<file path="config.mk">
export PLATFORM = sky130hd
export DESIGN_NAME = tou_unit
export DESIGN_NICKNAME = d
export VERILOG_FILES = /design/src/design/tou_pkg.sv /design/src/design/tou_cmp.sv /design/src/design/tou_unit.sv
export SDC_FILE = /design/constraint.sdc
export NUM_CORES = 1
export LEC_CHECK = 0
export ABC_AREA = 1
export BUFFER_PORTS_ARGS = -buffer_cell sky130_fd_sc_hd__buf_2
export CORE_MARGIN = 5
export CORE_UTILIZATION = 44
export DETAILED_ROUTE_END_ITERATION = 7
export GPL_ROUTABILITY_DRIVEN = 0
export GPL_TIMING_DRIVEN = 0
export PLACE_DENSITY = 0.78
export SLEW_MARGIN = 20
export SYNTH_ARGS = -nofsm -noshare
export SYNTH_HDL_FRONTEND = slang
export SYNTH_SLANG_ARGS = --single-unit
</file>
<file path="constraint.sdc">
create_clock -name ref_clk -period 2.1 [get_ports ref_clk]
set_input_delay 0.105 -clock ref_clk [delete_from_list [all_inputs] [get_ports ref_clk]]
set_output_delay 0.105 -clock ref_clk [all_outputs]
set_load 0.03 [all_outputs]
</file>
<file path="src/design/tou_pkg.sv">
// Purpose: constants and types for one timed output unit (target time and cascade)
// Assumes: 16-bit register port, system time supplied on ref_clk
// Notes: register offsets are byte addresses of the host register space
package tou_pkg;

  localparam int ADDR_W  = 12;
  localparam int DATA_W  = 16;
  localparam int NUNITS  = 12;
  localparam int NS_W    = 30;
  localparam int SEC_W   = 32;
  localparam int NSHI_W  = 14;
  localparam int SEL_W   = 4;

  localparam logic [ADDR_W-1:0] OFF_ENABLE = 12'h206;
  localparam logic [ADDR_W-1:0] OFF_SRST   = 12'h208;
  localparam logic [ADDR_W-1:0] OFF_NS_LO  = 12'h220;
  localparam logic [ADDR_W-1:0] OFF_NS_HI  = 12'h222;
  localparam logic [ADDR_W-1:0] OFF_S_LO   = 12'h224;
  localparam logic [ADDR_W-1:0] OFF_S_HI   = 12'h226;
  localparam logic [ADDR_W-1:0] OFF_CFG1   = 12'h228;

  localparam int CFG_CASC_BIT  = 15;
  localparam int CFG_TAIL_BIT  = 14;
  localparam int CFG_SEL_HI    = 13;
  localparam int CFG_SEL_LO    = 10;
  localparam int CFG_NOW_BIT   = 9;

  localparam logic [SEL_W-1:0]  SEL_RST    = 4'hf;
  localparam logic [SEL_W-1:0]  SEL_MAXVAL = 4'hb;
  localparam logic [DATA_W-1:0] WORD_RST   = 16'h0000;
  localparam logic [NSHI_W-1:0] NSHI_RST   = 14'h0000;

  typedef struct packed {
    logic              wr;
    logic              rd;
    logic [ADDR_W-1:0] addr;
    logic [DATA_W-1:0] wdata;
  } tou_bus_s;

  typedef struct packed {
    logic [SEC_W-1:0] sec;
    logic [NS_W-1:0]  ns;
  } tou_time_s;

  typedef enum logic [1:0] {
    TOU_IDLE,
    TOU_WAIT_UP,
    TOU_ARMED
  } tou_st_e;

endpackage

</file>
<file path="src/design/tou_cmp.sv">
// Purpose: compares system time against a target time
// Assumes: nanoseconds below one second, both inputs on the same clock
// Notes: purely combinational; the caller registers the result
module tou_cmp (
  // times
  input  wire tou_pkg::tou_time_s now_t,
  input  wire tou_pkg::tou_time_s tgt_t,
  // results
  output logic                    reached,
  output logic                    passed
);
  import tou_pkg::*;

  function automatic logic later(input tou_time_s a, input tou_time_s b);
    later = (a.sec > b.sec) || ((a.sec == b.sec) && (a.ns > b.ns));
  endfunction

  always_comb begin
    passed  = later(now_t, tgt_t);
    reached = passed || (now_t == tgt_t);
  end

endmodule

</file>
<file path="src/design/tou_unit.sv">
// Purpose: one timed output unit: target time registers and cascade control
// Assumes: system time, upstream fire events and iteration end come from ref_clk logic
// Notes: only this unit's bit of the shared enable and soft reset words lives here
module tou_unit #(
  parameter int UNIT_IDX = 0
) (
  // clock and reset
  input  wire logic                       ref_clk,
  input  wire logic                       nrst,
  // register port
  input  wire tou_pkg::tou_bus_s          bus,
  output logic [tou_pkg::DATA_W-1:0]      rd_data,
  // time and cascade chain
  input  wire tou_pkg::tou_time_s         sys_time,
  input  wire logic [tou_pkg::NUNITS-1:0] up_fire,
  input  wire logic                       iter_last,
  // unit state
  output logic                            fire,
  output logic                            armed,
  output logic                            late,
  output logic                            casc_on
);
  import tou_pkg::*;

  typedef struct packed {
    tou_st_e           st;
    logic [DATA_W-1:0] ns_lo;
    logic [NSHI_W-1:0] ns_hi;
    logic [DATA_W-1:0] s_lo;
    logic [DATA_W-1:0] s_hi;
    logic              casc;
    logic              tail;
    logic [SEL_W-1:0]  up_sel;
    logic              now_en;
    logic              en;
    logic              late;
    logic              fire;
    logic              stop;
    logic [DATA_W-1:0] rdata;
  } tou_regs_s;

  localparam tou_regs_s REGS_RST = '{
    st:     TOU_IDLE,
    ns_lo:  WORD_RST,
    ns_hi:  NSHI_RST,
    s_lo:   WORD_RST,
    s_hi:   WORD_RST,
    casc:   1'b0,
    tail:   1'b0,
    up_sel: SEL_RST,
    now_en: 1'b0,
    en:     1'b0,
    late:   1'b0,
    fire:   1'b0,
    stop:   1'b0,
    rdata:  WORD_RST
  };

  initial begin
    if (UNIT_IDX < 0 || UNIT_IDX >= NUNITS) begin
      $error("UNIT_IDX out of range");
    end
  end

  tou_regs_s q_r;
  tou_regs_s q_nxt;

  tou_time_s tgt;
  logic      t_reached;
  logic      t_passed;
  logic      wr_en;
  logic      wr_srst;
  logic      wr_nsl;
  logic      wr_nsh;
  logic      wr_sl;
  logic      wr_sh;
  logic      wr_cfg;
  logic      up_hit;
  logic      go;

  assign tgt.ns  = {q_r.ns_hi, q_r.ns_lo};
  assign tgt.sec = {q_r.s_hi, q_r.s_lo};

  tou_cmp u_cmp (
    .now_t   (sys_time),
    .tgt_t   (tgt),
    .reached (t_reached),
    .passed  (t_passed)
  );

  function automatic logic hit(input tou_bus_s b, input logic [ADDR_W-1:0] off);
    hit = b.wr && (b.addr == off);
  endfunction

  function automatic logic [DATA_W-1:0] rd_mux(input tou_regs_s s,
                                              input logic [ADDR_W-1:0] a);
    logic [DATA_W-1:0] v;
    v = WORD_RST;
    unique case (a)
      OFF_ENABLE: v[UNIT_IDX] = s.en;
      OFF_NS_LO:  v = s.ns_lo;
      OFF_NS_HI:  v[NSHI_W-1:0] = s.ns_hi;
      OFF_S_LO:   v = s.s_lo;
      OFF_S_HI:   v = s.s_hi;
      OFF_CFG1: begin
        v[CFG_CASC_BIT]              = s.casc;
        v[CFG_TAIL_BIT]              = s.tail;
        v[CFG_SEL_HI:CFG_SEL_LO]     = s.up_sel;
        v[CFG_NOW_BIT]               = s.now_en;
      end
      // soft reset self-clears, so it always reads zero
      default:    v = WORD_RST;
    endcase
    rd_mux = v;
  endfunction

  always_comb begin
    wr_en   = hit(bus, OFF_ENABLE) && bus.wdata[UNIT_IDX];
    wr_srst = hit(bus, OFF_SRST) && bus.wdata[UNIT_IDX];
    wr_nsl  = hit(bus, OFF_NS_LO);
    wr_nsh  = hit(bus, OFF_NS_HI);
    wr_sl   = hit(bus, OFF_S_LO);
    wr_sh   = hit(bus, OFF_S_HI);
    wr_cfg  = hit(bus, OFF_CFG1);
    up_hit  = (q_r.up_sel <= SEL_MAXVAL) && up_fire[q_r.up_sel];
    // late target fires only with bit set
    go      = t_reached && (!q_r.late || q_r.now_en);
  end

  always_comb begin
    q_nxt       = q_r;
    q_nxt.fire  = 1'b0;
    q_nxt.rdata = bus.rd ? rd_mux(q_r, bus.addr) : WORD_RST;

    if (wr_nsl) begin
      q_nxt.ns_lo = bus.wdata;
    end
    if (wr_nsh) begin
      q_nxt.ns_hi = bus.wdata[NSHI_W-1:0];
    end
    if (wr_sl) begin
      q_nxt.s_lo = bus.wdata;
    end
    if (wr_sh) begin
      q_nxt.s_hi = bus.wdata;
    end
    if (wr_cfg) begin
      q_nxt.casc   = bus.wdata[CFG_CASC_BIT];
      q_nxt.tail   = bus.wdata[CFG_TAIL_BIT];
      q_nxt.up_sel = bus.wdata[CFG_SEL_HI:CFG_SEL_LO];
      q_nxt.now_en = bus.wdata[CFG_NOW_BIT];
      // a fresh setup restarts a chain that the tail has stopped
      q_nxt.stop   = 1'b0;
    end

    unique case (q_r.st)
      TOU_IDLE: begin
        if (q_r.en) begin
          q_nxt.st   = TOU_ARMED;
          q_nxt.late = t_passed;
        end else if (q_r.casc && !q_r.stop) begin
          q_nxt.st = TOU_WAIT_UP;
        end
      end
      TOU_WAIT_UP: begin
        // ring order relies on software setup
        if (q_r.en || up_hit) begin
          q_nxt.st   = TOU_ARMED;
          q_nxt.late = t_passed;
        end else if (!q_r.casc) begin
          q_nxt.st = TOU_IDLE;
        end
      end
      TOU_ARMED: begin
        if (go) begin
          q_nxt.fire = 1'b1;
          q_nxt.en   = 1'b0;
          q_nxt.late = 1'b0;
          if (q_r.casc && !(q_r.tail && iter_last)) begin
            q_nxt.st = TOU_WAIT_UP;
          end else begin
            q_nxt.st   = TOU_IDLE;
            // tail ends the chain; idle must not rejoin the wait
            q_nxt.stop = q_r.casc;
          end
        end
      end
    endcase

    // set wins over the self-clear above
    if (wr_en) begin
      q_nxt.en   = 1'b1;
      q_nxt.stop = 1'b0;
    end

    if (wr_srst) begin
      q_nxt       = REGS_RST;
      q_nxt.rdata = bus.rd ? rd_mux(q_r, bus.addr) : WORD_RST;
    end
  end

  always_ff @(posedge ref_clk) begin
    if (!nrst) begin
      q_r <= REGS_RST;
    end else begin
      q_r <= q_nxt;
    end
  end

  // armed is a state decode, so it gets its own flop to stay registered
  logic armed_r;
  logic late_r;
  logic casc_r;

  always_ff @(posedge ref_clk) begin
    if (!nrst) begin
      armed_r <= 1'b0;
      late_r  <= 1'b0;
      casc_r  <= 1'b0;
    end else begin
      armed_r <= (q_nxt.st == TOU_ARMED);
      late_r  <= q_nxt.late;
      casc_r  <= q_nxt.casc;
    end
  end

  assign rd_data = q_r.rdata;
  assign fire    = q_r.fire;
  assign armed   = armed_r;
  assign late    = late_r;
  assign casc_on = casc_r;

endmodule

</file>
==> results by group <==
Status
  – Outcome: finished with violations
  – Failing checks: setup timing

STA
  – Worst-margin pin slew: between 0.7 and 0.8 ns
  – Final Setup Violations: 7
  – Unrepaired setup endpoints after global routing: true
  – Fmax achieved: around 450 MHz
  – Number of hold violations in the final report: 0
  – Clk_skew: about 0.0049 ns
  – Fin worst setup slack: -0.144 ns
  – Fin crit period: approximately 2.2 ns
  – Fin crit share: 1.07
  – Slew Limit Fails: 0
  – Max-slew headroom: 0.504

Worst setup path
  – CP Max Fanout: 3
  – CP Cell Sequence: inv_2 > ha_4 > nand4_1 > nor2_2 > nand4_1 > buf_4 > nand2_4 > nand3_4 > nand2_4 > inv_4 > nor2_4 > nand2_1 > nand2_1 > nand3_2 > a21oi_2
  – CP Class: flop to flop
  – Crit-path max cell delay: around 0.36 ns
  – Worst Path Arrival: approximately 2.5 ns
  – CP endpoint kind: flop
  – CP required: approximately 2.4 ns
  – Max stage delay cell, worst path: dfxtp_2
  – Nature of the critical path startpoint: flop

Placement
  – Dpl cell area: between 6000 and 7000 sq um
  – Post-DP HPWL: between 10000 and 15000 um
  – Buffers on Ports: 125
  – Pre-CTS setup slack: -0.290 ns

Power and ir drop
  – Leak Pwr: around 0.0034 uW
  – Power per cell area: 540 nW/um^2
  – Part of the power in registers: 0.412
  – Switching Fraction: 0.252
  – Combinational power share: 0.142
  – Worst vdd ir: between 300 and 400 uV
  – P_int: 3200 uW
  – Clock power frac: 0.446
  – Switch Pwr: 1080 uW

Routing
  – Met3 WL post-DR: roughly 1800 um
  – Vias/cell: ~5.4
  – DR WL/cell: 17.8 um
  – Detail Route met2 WL: between 9000 and 10000 um
  – Drt first pass iters: 7
  – 1st-iter DRT viols: approximately 630
  – Residual DRC: 0
  – ANT nets after route: 0
  – Met1 Wirelength: roughly 8100 um
  – Via count: between 6000 and 7000
  – Uppermost layer routed: met4
  – Drt total wl: just under 20000 um

Logic synthesis
  – Yosys warns: 0
  – Post-synth cell types: 47
  – Number of synthesized flops with an enable pin: 0
  – Syn Area/Cell: ~7.7 sq um
  – Yosys reg bits: 92
  – Synth area leader: dfxtp_1
  – Share of the synthesized area in the top cell type: 0.311
  – Seq/Total Area, Yosys: 0.311
  – Ranking of synthesized cells by area: dfxtp_1 (31%), ha_1 (14%), inv_1 (8.3%)
  – FFs w/ async S/R, synth: 0
  – Synthesized Nets: ~940
  – Synth Instances: 764
  – Prevailing post-synth register cell: dfxtp_1
  – Syn Std Cell Area: between 5000 and 6000 sq um

Die
  – Num rows: 42
  – DIE WIDTH: about 130 um
  – Initial cell density of the core: 0.449
  – CORE AREA: approximately 13000 sq um
  – Die Ht: approximately 130 um
  – Die area: approximately 16000 sq um
  – I/O pin cnt: between 100 and 150

GRT
  – First-pass GRT wire length: ~30000 um
  – Number of global-route vias before repair: ~6000
  – GRT Total Usage: 0.241
  – Pin count of the biggest net entering global routing: 16
  – GR Overflow Total: 0
  – Initial antenna violation count: 0

Flow run
  – Max-cap violations: 0

Clock network
  – Num CTS Buffers: 9
  – Clock latency on the worst-skew pair: ~0.34 ns
  – CTS Root Cell: clkbuf_16
  – H-tree levels: 3
  – Clock-pin slew on the worst setup and hold paths: about 0.06 ns
  – CTS tree: built
  – Clock sinks: 92
  – Clock Path Buffers: 2

Final layout
  – Final Cell Area: 7930 sq um
  – Share of layout cells above drive strength 1: 0.450
  – Antenna Cells: 0
  – Fillcell total: ~1100
  – Layout area overhead: 34.0%
  – Final nets: 1098

Hold path
  – Hold/Removal Path Class: input pin to flop
## cell type report
cell class              count  area (sq um)  area share
clock inverters             6           111      0.0140
plain buffers              37           285      0.0360
clock buffers              10           239      0.0301
repair buffers            151           821       0.104
inverters                 138           520      0.0656
flip-flops and latches     92          1890       0.238
multi-input cells         497          3840       0.485
well taps                 176           220      0.0278
## worst max-delay path: cells and delay by family (launching register included)
family	cells	cell delay, ns
AOI/OAI and AO/OA	1	0.11
adders and majority gates	1	0.26
buffers and inverters	3	0.29
DFF	1	0.36
and+or+nand+nor	10	1.16
## cell families after synthesis
logic type / Yosys count / share of synthesized area
flip-flops: 92 / 0.311
AO/OA/AOI/OAI: 213 / 0.237
AND/OR/NAND/NOR: 219 / 0.179
buffers and inverters: 175 / 0.136
adder cells (fa/ha/maj): 65 / 0.137
## power groups by stage
stage          sequential (uW)  clock, uW  combinational (uW)
2_1_floorplan             1820          0                 265
3_3_place_gp              1800          0                 473
3_5_place_dp              1800          0                 484
4_1_cts                   1760       1910                 572
5_1_grt                   1760       1980                 670
6_report                  1760       1910                 608
## registers in the layout (all words and copies together) (netlist names)
name,count
armed,1
casc_on,1
fire,1
late,1
q_r,72
rd_data,16
## cell usage in the layout, fill, tap and decap left out, types with 8 or more instances in the layout
cell	Yosys	layout
nor2_2	5	9
a211oi_1	12	12
o21ai_0	43	43
ha_4	0	29
buf_2	6	131
clkbuf_16	0	9
nand2_1	96	74
buf_4	21	47
o21ai_1	9	8
a21oi_2	20	23
a21oi_1	62	58
o22ai_1	17	17
o21ai_2	14	15
a221oi_1	10	10
nor2_1	61	53
nand2_2	3	20
nand4_1	8	8
dfxtp_2	0	39
ha_1	65	36
inv_2	6	37
inv_1	131	99
nand3_1	18	14
nor2_4	4	8
dfxtp_1	92	53
a211oi_2	8	8
## routing by layer
layer | GRT usage | vias up
met5 | 0 | -
met4 | 0.0946 | 0
met3 | 0.0525 | 51
met2 | 0.397 | 312
met1 | 0.309 | 2781
li1 | - | 2889
## repair_timing
| action | 4_1_cts | 5_1_grt |
|---|---|---|
| buffers inserted | 22 | 4 |
| gates resized for setup | 132 | 26 |
| endpoints found under the hold margin | 0 | 0 |
| hold buffers | 0 | 0 |
| endpoints found under the setup margin | 7 | 7 |
| pin swaps | 44 | 21 |
## path summary, 6_finish.rpt
| check | from | end | slack [ns] | cells past startpoint |
|---|---|---|---|---|
| worst max-delay path | q_r[57] | armed | -0.14 | 15 |
| worst min-delay path | bus[11] | q_r[22] | 0.02 | 3 |
| worst max register to register | q_r[57] | armed | -0.14 | 15 |
| worst min register to register | q_r[50] | q_r[50] | 0.51 | 2 |
## through the flow
step           std cells  utilization  power [uW]  hold WS, ns  setup TNS, ns
4_1_cts             1103        0.592        4240       0.0167        -0.0944
2_1_floorplan        764            -        2080        0.246              0
3_5_place_dp        1065        0.513        2290        0.368          -1.54
6_report            1107        0.601        4280       0.0187         -0.500
3_3_place_gp        1065        0.513        2280        0.371          -1.44
5_1_grt             1107        0.601        4410       0.0424          -1.21
## synth_stat cells, drive strengths merged, types with 4 or more instances
master and n:
a21oi 82, nand4 8, dfxtp 92, ha 65
nor4 8, o211ai 4, a211oi 20, nand2 100
o21ai 66, inv 137, nand3 20, o221ai 6
buf 34, nor3 7, a221oi 10, o22ai 17
nor2 72
Power figures use the tool's default switching activity.
